--- src/hdl/switch_ctrl_map.vh ---
`ifndef SWITCH_CTRL_MAP_VH
`define SWITCH_CTRL_MAP_VH

// Register offsets on the management port.
`define UVF_CTRL_OFFSET 12'h328
`define MAC_CTRL_ZERO_OFFSET 12'h330
`define COLL_POLICY_OFFSET 12'h334

// Field positions of the unknown-VLAN forwarding register.
`define UVF_EN_BIT 31
`define UVF_MASK_MSB 6
`define UVF_MASK_LSB 0

// Field positions of the MAC control register.
`define MAC_ALT_BACKOFF_BIT 7
`define MAC_RSV_HI_MSB 6
`define MAC_RSV_HI_LSB 4
`define MAC_LEN_CHECK_BIT 3
`define MAC_RSV_LO_BIT 2
`define MAC_FC_DROP_MODE_BIT 1
`define MAC_AGGR_BACKOFF_BIT 0

// Field position of the collision policy register.
`define COLL_KEEP_BIT 0

// Reset values.
`define UVF_CTRL_RESET 32'h0000_0000
`define MAC_CTRL_ZERO_RESET 8'h04
`define COLL_POLICY_RESET 1'h0

// Frame matching constants.
`define LEN_FIELD_LIMIT 16'h05dc
`define FC_ETHERTYPE 16'h8808
`define FC_DEST_ADDR 48'h0180_c200_0001

// Forwarding class codes.
`define CLASS_NONE 2'h0
`define CLASS_UVID 2'h1
`define CLASS_UUCAST 2'h2
`define CLASS_UMCAST 2'h3

`endif

--- src/hdl/backoff_sel.v ---
`default_nettype none

// Per-port back-off and excessive collision selection.
module backoff_sel (
    input wire clk,
    input wire rst,
    input wire alt_en,
    input wire aggr_en,
    input wire keep_exc_coll,
    input wire [6:0] half_duplex,
    input wire [6:0] exc_coll,
    output reg [6:0] alt_backoff,
    output reg [6:0] aggr_backoff,
    output reg [6:0] exc_coll_drop
);

    genvar i;

    generate
        for (i = 0; i < 7; i = i + 1) begin : g_port
            always @(posedge clk) begin
                if (rst) begin
                    alt_backoff[i] <= 1'b0;
                    aggr_backoff[i] <= 1'b0;
                    exc_coll_drop[i] <= 1'b0;
                end else begin
                    // Full-duplex ports never use the alternate algorithm.
                    alt_backoff[i] <= alt_en & half_duplex[i];
                    aggr_backoff[i] <= aggr_en & half_duplex[i];
                    exc_coll_drop[i] <= exc_coll[i] & ~keep_exc_coll;
                end
            end
        end
    endgenerate

endmodule // backoff_sel

`default_nettype wire

--- src/hdl/frame_filter.v ---
`default_nettype none

// Decides whether a received frame is discarded by the MAC checks.
module frame_filter (
    input wire len_check_en,
    input wire fc_drop_mode,
    input wire [15:0] ethertype,
    input wire [47:0] dest_addr,
    input wire [15:0] actual_len,
    output wire drop,
    output wire len_drop,
    output wire fc_drop
);

`include "switch_ctrl_map.vh"

    wire type_hit;
    wire da_hit;

    assign type_hit = (ethertype == `FC_ETHERTYPE);
    assign da_hit = (dest_addr == `FC_DEST_ADDR);

    // Length field is only checked below the limit.
    assign len_drop = len_check_en && (ethertype < `LEN_FIELD_LIMIT)
                      && (actual_len != ethertype);

    // Either match drops in mode one, both needed in mode zero.
    assign fc_drop = fc_drop_mode ? (type_hit | da_hit)
                                  : (type_hit & da_hit);

    assign drop = len_drop | fc_drop;

endmodule // frame_filter

`default_nettype wire

--- src/hdl/unknown_vid_and_mac_ctrl.v ---
// Contract
// - Enable bit sends unknown-VLAN frames to mask.
// - Seven-bit mask, bit 0 is port 1.
// - Set bits forward, clear bits omit ports.
// - Precedence: unknown VLAN, unicast, then multicast.
// - Alternate back-off, half-duplex ports only.
// - Keep frames after 16 collisions when enabled.
// - Length check drops mismatched short length fields.
// - Drop mode one drops either flow match.
// - Drop mode zero drops only both matching.
// - Bit 0 enables aggressive half-duplex back-off.
`default_nettype none

module unknown_vid_and_mac_ctrl (
    input wire clk,
    input wire rst,
    input wire [11:0] addr,
    input wire [31:0] wdata,
    input wire wr_en,
    input wire rd_en,
    output reg [31:0] rdata,
    input wire rx_valid,
    input wire rx_unknown_vid,
    input wire rx_unknown_ucast,
    input wire rx_unknown_mcast,
    input wire [15:0] rx_ethertype,
    input wire [47:0] rx_dest_addr,
    input wire [15:0] rx_actual_len,
    input wire ucast_fwd_en,
    input wire [6:0] ucast_fwd_mask,
    input wire mcast_fwd_en,
    input wire [6:0] mcast_fwd_mask,
    output reg dec_valid,
    output reg dec_drop,
    output reg dec_len_drop,
    output reg dec_fc_drop,
    output reg dec_fwd_hit,
    output reg [6:0] dec_fwd_mask,
    output reg [1:0] dec_class,
    input wire [6:0] half_duplex,
    input wire [6:0] exc_coll,
    output wire [6:0] alt_backoff,
    output wire [6:0] aggr_backoff,
    output wire [6:0] exc_coll_drop,
    output wire len_check_en,
    output wire fc_drop_mode
);

`include "switch_ctrl_map.vh"

    reg uvf_en_r;
    reg [6:0] uvf_mask_r;
    reg uvf_en_nxt;
    reg [6:0] uvf_mask_nxt;
    reg mac_alt_r;
    reg mac_alt_nxt;
    reg [2:0] mac_rsv_hi_r;
    reg [2:0] mac_rsv_hi_nxt;
    reg mac_len_chk_r;
    reg mac_len_chk_nxt;
    reg mac_rsv_lo_r;
    reg mac_rsv_lo_nxt;
    reg mac_fc_mode_r;
    reg mac_fc_mode_nxt;
    reg mac_aggr_r;
    reg mac_aggr_nxt;
    reg coll_keep_r;
    reg coll_keep_nxt;

    reg [31:0] rdata_nxt;
    reg [1:0] class_nxt;
    reg hit_nxt;
    reg [6:0] cat_mask;
    reg dec_drop_nxt;
    reg dec_len_drop_nxt;
    reg dec_fc_drop_nxt;
    reg dec_fwd_hit_nxt;
    reg [6:0] dec_fwd_mask_nxt;
    reg [1:0] dec_class_nxt;

    wire sel_uvf;
    wire sel_mac;
    wire sel_coll;
    wire filt_drop;
    wire filt_len_drop;
    wire filt_fc_drop;
    wire alt_en;
    wire aggr_en;
    wire [6:0] mask_nxt;
    wire [7:0] mac_ctrl_word;
    wire wr_uvf;
    wire wr_mac;
    wire wr_coll;

    localparam [31:0] UVF_RESET_WORD = `UVF_CTRL_RESET;
    localparam [7:0] MAC_RESET_BYTE = `MAC_CTRL_ZERO_RESET;

    assign sel_uvf = (addr == `UVF_CTRL_OFFSET);
    assign sel_mac = (addr == `MAC_CTRL_ZERO_OFFSET);
    assign sel_coll = (addr == `COLL_POLICY_OFFSET);

    assign wr_uvf = wr_en && sel_uvf;
    assign wr_mac = wr_en && sel_mac;
    assign wr_coll = wr_en && sel_coll;

    assign alt_en = mac_alt_r;
    assign aggr_en = mac_aggr_r;
    assign len_check_en = mac_len_chk_r;
    assign fc_drop_mode = mac_fc_mode_r;

    // Reassembles the MAC control byte for read-back.
    assign mac_ctrl_word[`MAC_ALT_BACKOFF_BIT] = mac_alt_r;
    assign mac_ctrl_word[`MAC_RSV_HI_MSB:`MAC_RSV_HI_LSB] = mac_rsv_hi_r;
    assign mac_ctrl_word[`MAC_LEN_CHECK_BIT] = mac_len_chk_r;
    assign mac_ctrl_word[`MAC_RSV_LO_BIT] = mac_rsv_lo_r;
    assign mac_ctrl_word[`MAC_FC_DROP_MODE_BIT] = mac_fc_mode_r;
    assign mac_ctrl_word[`MAC_AGGR_BACKOFF_BIT] = mac_aggr_r;

    // Unknown-VLAN forwarding register; the reserved middle bits are not stored.
    always @* begin
        uvf_en_nxt = uvf_en_r;
        uvf_mask_nxt = uvf_mask_r;
        if (wr_uvf) begin
            uvf_en_nxt = wdata[`UVF_EN_BIT];
            uvf_mask_nxt = wdata[`UVF_MASK_MSB:`UVF_MASK_LSB];
        end
    end

    always @(posedge clk) begin
        if (rst) begin
            uvf_en_r <= UVF_RESET_WORD[`UVF_EN_BIT];
            uvf_mask_r <= UVF_RESET_WORD[`UVF_MASK_MSB:`UVF_MASK_LSB];
        end else begin
            uvf_en_r <= uvf_en_nxt;
            uvf_mask_r <= uvf_mask_nxt;
        end
    end

    // MAC control register; reserved bits are stored as written.
    always @* begin
        mac_alt_nxt = mac_alt_r;
        mac_rsv_hi_nxt = mac_rsv_hi_r;
        mac_len_chk_nxt = mac_len_chk_r;
        mac_rsv_lo_nxt = mac_rsv_lo_r;
        mac_fc_mode_nxt = mac_fc_mode_r;
        mac_aggr_nxt = mac_aggr_r;
        if (wr_mac) begin
            mac_alt_nxt = wdata[`MAC_ALT_BACKOFF_BIT];
            mac_rsv_hi_nxt = wdata[`MAC_RSV_HI_MSB:`MAC_RSV_HI_LSB];
            mac_len_chk_nxt = wdata[`MAC_LEN_CHECK_BIT];
            mac_rsv_lo_nxt = wdata[`MAC_RSV_LO_BIT];
            mac_fc_mode_nxt = wdata[`MAC_FC_DROP_MODE_BIT];
            mac_aggr_nxt = wdata[`MAC_AGGR_BACKOFF_BIT];
        end
    end

    always @(posedge clk) begin
        if (rst) begin
            mac_alt_r <= MAC_RESET_BYTE[`MAC_ALT_BACKOFF_BIT];
            mac_rsv_hi_r <= MAC_RESET_BYTE[`MAC_RSV_HI_MSB:`MAC_RSV_HI_LSB];
            mac_len_chk_r <= MAC_RESET_BYTE[`MAC_LEN_CHECK_BIT];
            mac_rsv_lo_r <= MAC_RESET_BYTE[`MAC_RSV_LO_BIT];
            mac_fc_mode_r <= MAC_RESET_BYTE[`MAC_FC_DROP_MODE_BIT];
            mac_aggr_r <= MAC_RESET_BYTE[`MAC_AGGR_BACKOFF_BIT];
        end else begin
            mac_alt_r <= mac_alt_nxt;
            mac_rsv_hi_r <= mac_rsv_hi_nxt;
            mac_len_chk_r <= mac_len_chk_nxt;
            mac_rsv_lo_r <= mac_rsv_lo_nxt;
            mac_fc_mode_r <= mac_fc_mode_nxt;
            mac_aggr_r <= mac_aggr_nxt;
        end
    end

    // Collision policy register.
    always @* begin
        coll_keep_nxt = coll_keep_r;
        if (wr_coll) begin
            coll_keep_nxt = wdata[`COLL_KEEP_BIT];
        end
    end

    always @(posedge clk) begin
        if (rst) begin
            coll_keep_r <= `COLL_POLICY_RESET;
        end else begin
            coll_keep_r <= coll_keep_nxt;
        end
    end

    // Read data for the addressed register; unmapped reads return zero.
    always @* begin
        rdata_nxt = 32'h0000_0000;
        if (sel_uvf) begin
            rdata_nxt[`UVF_EN_BIT] = uvf_en_r;
            rdata_nxt[`UVF_MASK_MSB:`UVF_MASK_LSB] = uvf_mask_r;
        end else if (sel_mac) begin
            rdata_nxt[7:0] = mac_ctrl_word;
        end else if (sel_coll) begin
            rdata_nxt[`COLL_KEEP_BIT] = coll_keep_r;
        end
    end

    // Read data stands only in the cycle after the strobe.
    always @(posedge clk) begin
        if (rst) begin
            rdata <= 32'h0000_0000;
        end else if (rd_en) begin
            rdata <= rdata_nxt;
        end else begin
            rdata <= 32'h0000_0000;
        end
    end

    // Highest-precedence unknown category picks the forwarding set.
    always @* begin
        class_nxt = `CLASS_NONE;
        hit_nxt = 1'b0;
        cat_mask = 7'h00;
        if (rx_unknown_vid) begin
            class_nxt = `CLASS_UVID;
            hit_nxt = uvf_en_r;
            cat_mask = uvf_mask_r;
        end else if (rx_unknown_ucast) begin
            class_nxt = `CLASS_UUCAST;
            hit_nxt = ucast_fwd_en;
            cat_mask = ucast_fwd_mask;
        end else if (rx_unknown_mcast) begin
            class_nxt = `CLASS_UMCAST;
            hit_nxt = mcast_fwd_en;
            cat_mask = mcast_fwd_mask;
        end
    end

    // Each port bit forwards only when the category's override applies.
    genvar port_idx;
    generate
        for (port_idx = 0; port_idx < 7; port_idx = port_idx + 1) begin : g_fwd_port
            assign mask_nxt[port_idx] = hit_nxt & cat_mask[port_idx];
        end
    endgenerate

    frame_filter u_filter (
        .len_check_en(len_check_en),
        .fc_drop_mode(fc_drop_mode),
        .ethertype(rx_ethertype),
        .dest_addr(rx_dest_addr),
        .actual_len(rx_actual_len),
        .drop(filt_drop),
        .len_drop(filt_len_drop),
        .fc_drop(filt_fc_drop)
    );

    // Decision fields are held until the next frame is offered.
    always @* begin
        dec_drop_nxt = dec_drop;
        dec_len_drop_nxt = dec_len_drop;
        dec_fc_drop_nxt = dec_fc_drop;
        dec_fwd_hit_nxt = dec_fwd_hit;
        dec_fwd_mask_nxt = dec_fwd_mask;
        dec_class_nxt = dec_class;
        if (rx_valid) begin
            dec_drop_nxt = filt_drop;
            dec_len_drop_nxt = filt_len_drop;
            dec_fc_drop_nxt = filt_fc_drop;
            dec_fwd_hit_nxt = hit_nxt;
            dec_fwd_mask_nxt = mask_nxt;
            dec_class_nxt = class_nxt;
        end
    end

    // Decision for each received frame, one cycle after it is offered.
    always @(posedge clk) begin
        if (rst) begin
            dec_valid <= 1'b0;
            dec_drop <= 1'b0;
            dec_len_drop <= 1'b0;
            dec_fc_drop <= 1'b0;
            dec_fwd_hit <= 1'b0;
            dec_fwd_mask <= 7'h00;
            dec_class <= `CLASS_NONE;
        end else begin
            dec_valid <= rx_valid;
            dec_drop <= dec_drop_nxt;
            dec_len_drop <= dec_len_drop_nxt;
            dec_fc_drop <= dec_fc_drop_nxt;
            dec_fwd_hit <= dec_fwd_hit_nxt;
            dec_fwd_mask <= dec_fwd_mask_nxt;
            dec_class <= dec_class_nxt;
        end
    end

    // Alternate back-off should accompany collision keep in software.
    backoff_sel u_backoff (
        .clk(clk),
        .rst(rst),
        .alt_en(alt_en),
        .aggr_en(aggr_en),
        .keep_exc_coll(coll_keep_r),
        .half_duplex(half_duplex),
        .exc_coll(exc_coll),
        .alt_backoff(alt_backoff),
        .aggr_backoff(aggr_backoff),
        .exc_coll_drop(exc_coll_drop)
    );

endmodule // unknown_vid_and_mac_ctrl

`default_nettype wire

--- config.mk ---
export PLATFORM = sky130hd
export DESIGN_NAME = unknown_vid_and_mac_ctrl
export DESIGN_NICKNAME = d
export VERILOG_FILES = /design/src/hdl/backoff_sel.v /design/src/hdl/frame_filter.v /design/src/hdl/unknown_vid_and_mac_ctrl.v
export VERILOG_INCLUDE_DIRS = /design/src /design/src/hdl
export SDC_FILE = /design/constraint.sdc
export NUM_CORES = 1
export LEC_CHECK = 0
export BUFFER_PORTS_ARGS = -buffer_cell sky130_fd_sc_hd__buf_2
export CORE_AREA = 2 2 88 90
export CTS_CLUSTER_SIZE = 16
export DETAILED_ROUTE_END_ITERATION = 10
export DIE_AREA = 0 0 90 92
export PLACE_DENSITY = 0.79
export SYNTH_ARGS = -nofsm -noshare
export SYNTH_HDL_FRONTEND = slang
export SYNTH_HIERARCHICAL = 1
export SYNTH_SLANG_ARGS = --single-unit
export TNS_END_PERCENT = 1
--- constraint.sdc ---
create_clock -name clk -period 3.8 [get_ports clk]
set_input_delay 0.38 -clock clk [delete_from_list [all_inputs] [get_ports clk]]
set_output_delay 0.38 -clock clk [all_outputs]
set_load 0.01 [all_outputs]
==> impl_metrics.toml <==
[critical_path]
reg2regPathDepth = 4
worstSetupEndpointType = "flop"
reg2reg_from = "fc_drop_mode$_SDFFE_PP0P_"
r2r_slack_ps = 2510
critPathRequiredTime_ps = 3990
r2r_end = "dec_drop$_SDFFE_PP0P_"
path_max_fanout = 14
crit_chain = "buf_2, nor4_2, nand4_1, mux2i_1, nor2_1"
cp_top_family = "simple AND/OR/NAND/NOR gates"
critPathSlowestCell = "nand4_1"
start_kind = "primary input"
critPathMaxStageDelay_ps = 550
critical_path_buf_inv_count = 1
arrival_ps = 1790
critPathKind = "in -> reg"

[routing]
wirelength_um = 7710
vias = 2727
vias_per_cell = 4.72
antenna_left = 0
drt-pass1-iter-count = 4
remaining_drc_errors = 0
drtIter0Drc = 86
wl_per_cell_um = 13.3

[global_routing]
grt_pass1_vias = 2530
grt-ovfl-total = 0
grt_pass1_wl_um = 12200
antenna_found_initial = 0
grtUsageTotal_pct = 18.4
grt_max_degree = 56

[place]
gp_congestion = 0.781
port_buffers = 184
dp_cells = 562
dp_hpwl_um = 6280

[sta]
slew_viol_final = 0
grt_setup_unrepaired = "false"
min_period_ps = 1610
fin_tns_setup_ps = 0
slew_headroom_pct = 48.5
hold_viol = 0
fmax_mhz = 622
worst_slew_pin_slew_ps = 773
setup_viol = 0
clock_skew_ps = 8.44
finalCritPeriodShare_pct = 42.3

[status]
status = "completed"

[power_and_ir_drop]
pwr-share-clk_pct = 41.3
p_leak_nw = 1.92
powerDensity_nw_per_um2 = 354
power_frac_comb_pct = 12.2
switching_share_pct = 24.1
power.internal_w = 0.00106
ir_drop_v = 0.000186
netSwitchingPower_w = 0.000336
seqPwrFrac_pct = 46.6

[synth]
synth_cells = 289
synth_area_per_cell_um2 = 9.84
synth_top_area_cell = "dfxtp_1"
ys_ff_latch = 61
synth_seq_area_share_pct = 42.9
ys_types = 41
syn_area_um2 = 2840
synth_top_area_share_pct = 42.9
synthTopCellsByArea = "dfxtp_1 43%, buf_4 6.1%, mux2i_1 5.3%, xnor2_1 4.9%, a22o_1 4.0%"
ys_warn_count = 6

[min_path]
min_path_cells = 3
worst_hold_path.endpoint = "uvf_en_r$_SDFFE_PP0P_"
min_from = "wdata[31]"
min_path_type = "in -> reg"

[clock_tree]
path_clk_slew_ps = 60
cts_buffer_depth = 2
cts.sinks = 61
hold_buffers = 0
postCtsResizedCells = 0
cts_setup_buffers = 0
clkLatencyLatePin_ps = 330
root_buffer = "clkbuf_8"
cts_buffers = 9
cts_tree = "yes"
htreeDepth = 3

[final_layout]
final_common_cell = "buf_2"
area_growth_pct = 38.5
nets = 633
fin_cells = 578
final_cell_mix = "184 x buf_2, 61 x dfxtp_1, 23 x conb_1"
post-route-util_pct = 52.9
fillCellCount = 698
num_antenna_cells = 0
drive_above_1_share_pct = 43.3

[die]
die_width_um = 90
placementRows = 32
dieArea_um2 = 8280
initial_utilization_pct = 38.2
core_um2 = 7450
die_h_um = 92
num_io_pins = 231

[run]
cap_violations = 0
==> power by group through the flow <==
| stage | registers (W) | clock network (W) | logic (W) |
|---|---|---|---|
| finish | 0.000649 | 0.000575 | 0.000170 |
| CTS | 0.000649 | 0.000589 | 0.000170 |
| global placement | 0.000663 | 0 | 0.000164 |
| floorplan | 0.000668 | 0 | 0.0000891 |
| detailed placement | 0.000664 | 0 | 0.000169 |
| global route | 0.000649 | 0.000620 | 0.000188 |
==> cells in the mapped netlist, drive strengths merged <==
| master | n |
|---|---|
| dfxtp | 61 |
| a22o | 13 |
| nand4 | 9 |
| a221oi | 1 |
| or3 | 1 |
| a22oi | 7 |
| and3b | 14 |
| o22ai | 1 |
| inv | 3 |
| nand2 | 9 |
| o211ai | 1 |
| xnor2 | 16 |
| mux2i | 15 |
| nand3 | 2 |
| a21oi | 1 |
| buf | 29 |
| nor2 | 13 |
| nor4 | 8 |
| nor2b | 4 |
| nand3b | 7 |
| conb | 1 |
| maj3 | 1 |
| o21ai | 16 |
| nor4b | 10 |
| a211oi | 2 |
| clkbuf | 6 |
| nor3 | 6 |
| a31oi | 1 |
| or2 | 1 |
| and4bb | 1 |
| nand2b | 16 |
| nor3b | 8 |
| nand4b | 2 |
| and2 | 3 |
==> through the flow <==
stage	hold WS, ps	power (W)	worst slack, ps	instance area [µm²]
2_1_floorplan	450	0.000757	2280	2930
3_5_place_dp	464	0.000833	1830	3740
3_3_place_gp	454	0.000828	1840	3740
5_1_grt	292	0.00146	1940	3940
6_report	287	0.00139	2190	3940
4_1_cts	275	0.00141	2180	3940
==> flip-flops by register name (all words and copies together) (netlist names), 2 cells and up <==
signal	cells
dec_fwd_mask	7
rdata	9
uvf_mask_r	7
u_backoff/aggr_backoff	7
dec_class	2
u_backoff/alt_backoff	7
u_backoff/exc_coll_drop	7
mac_rsv_hi_r	3
==> worst min-delay path, cell delays in order <==
cell and delay [ps]:
buf_2 70, mux2i_1 50, nor2_1 70
==> final cells by class <==
| cell class | count | area, µm² | share of cell area [%] |
|---|---|---|---|
| sequential | 61 | 1220 | 31.0 |
| multi-input combinational | 212 | 1460 | 37.0 |
| inverter | 3 | 11.3 | 0.286 |
| timing repair buffer | 184 | 921 | 23.4 |
| tap | 102 | 128 | 3.24 |
| clock buffer | 11 | 141 | 3.59 |
| clock inverter | 5 | 58.8 | 1.49 |
==> routing by layer <==
layer	wire length, µm	share of wire, %	up-vias	global-route usage [%]
met1	3410	44	1220	22.7
met4	95	1.2	0	6.92
met5	0	0	-	0
met2	3660	47	135	31.0
li1	-	-	1362	-
met3	548	7.1	10	4.68
==> worst max-delay path by stage <==
| stage | start | depth (start not counted) | slack (ps) | endpoint |
|---|---|---|---|---|
| 5_1_grt | addr[1] | 5 | 1940 | uvf_en_r$_SDFFE_PP0P_ |
| 3_3_place_gp | addr[1] | 5 | 1840 | uvf_en_r$_SDFFE_PP0P_ |
| 4_1_cts | addr[1] | 5 | 2180 | uvf_en_r$_SDFFE_PP0P_ |
| 6_report | addr[1] | 5 | 2190 | uvf_en_r$_SDFFE_PP0P_ |
| 2_1_floorplan | addr[10] | 5 | 2280 | mac_rsv_hi_r[0]$_SDFFE_PP0P_ |
| 3_5_place_dp | addr[1] | 5 | 1830 | uvf_en_r$_SDFFE_PP0P_ |
==> cell families after synthesis <==
logic type / share of synthesized area [%]
other: 0.132
buffers and inverters: 8.75
AND/OR/NAND/NOR: 27.2
AO/OA/AOI/OAI: 10.4
adder cells (fa/ha/maj): 0.352
multiplexers: 5.28
XOR/XNOR: 4.93
flip-flops: 42.9
No activity file was read; power rests on OpenSTA's default activity.
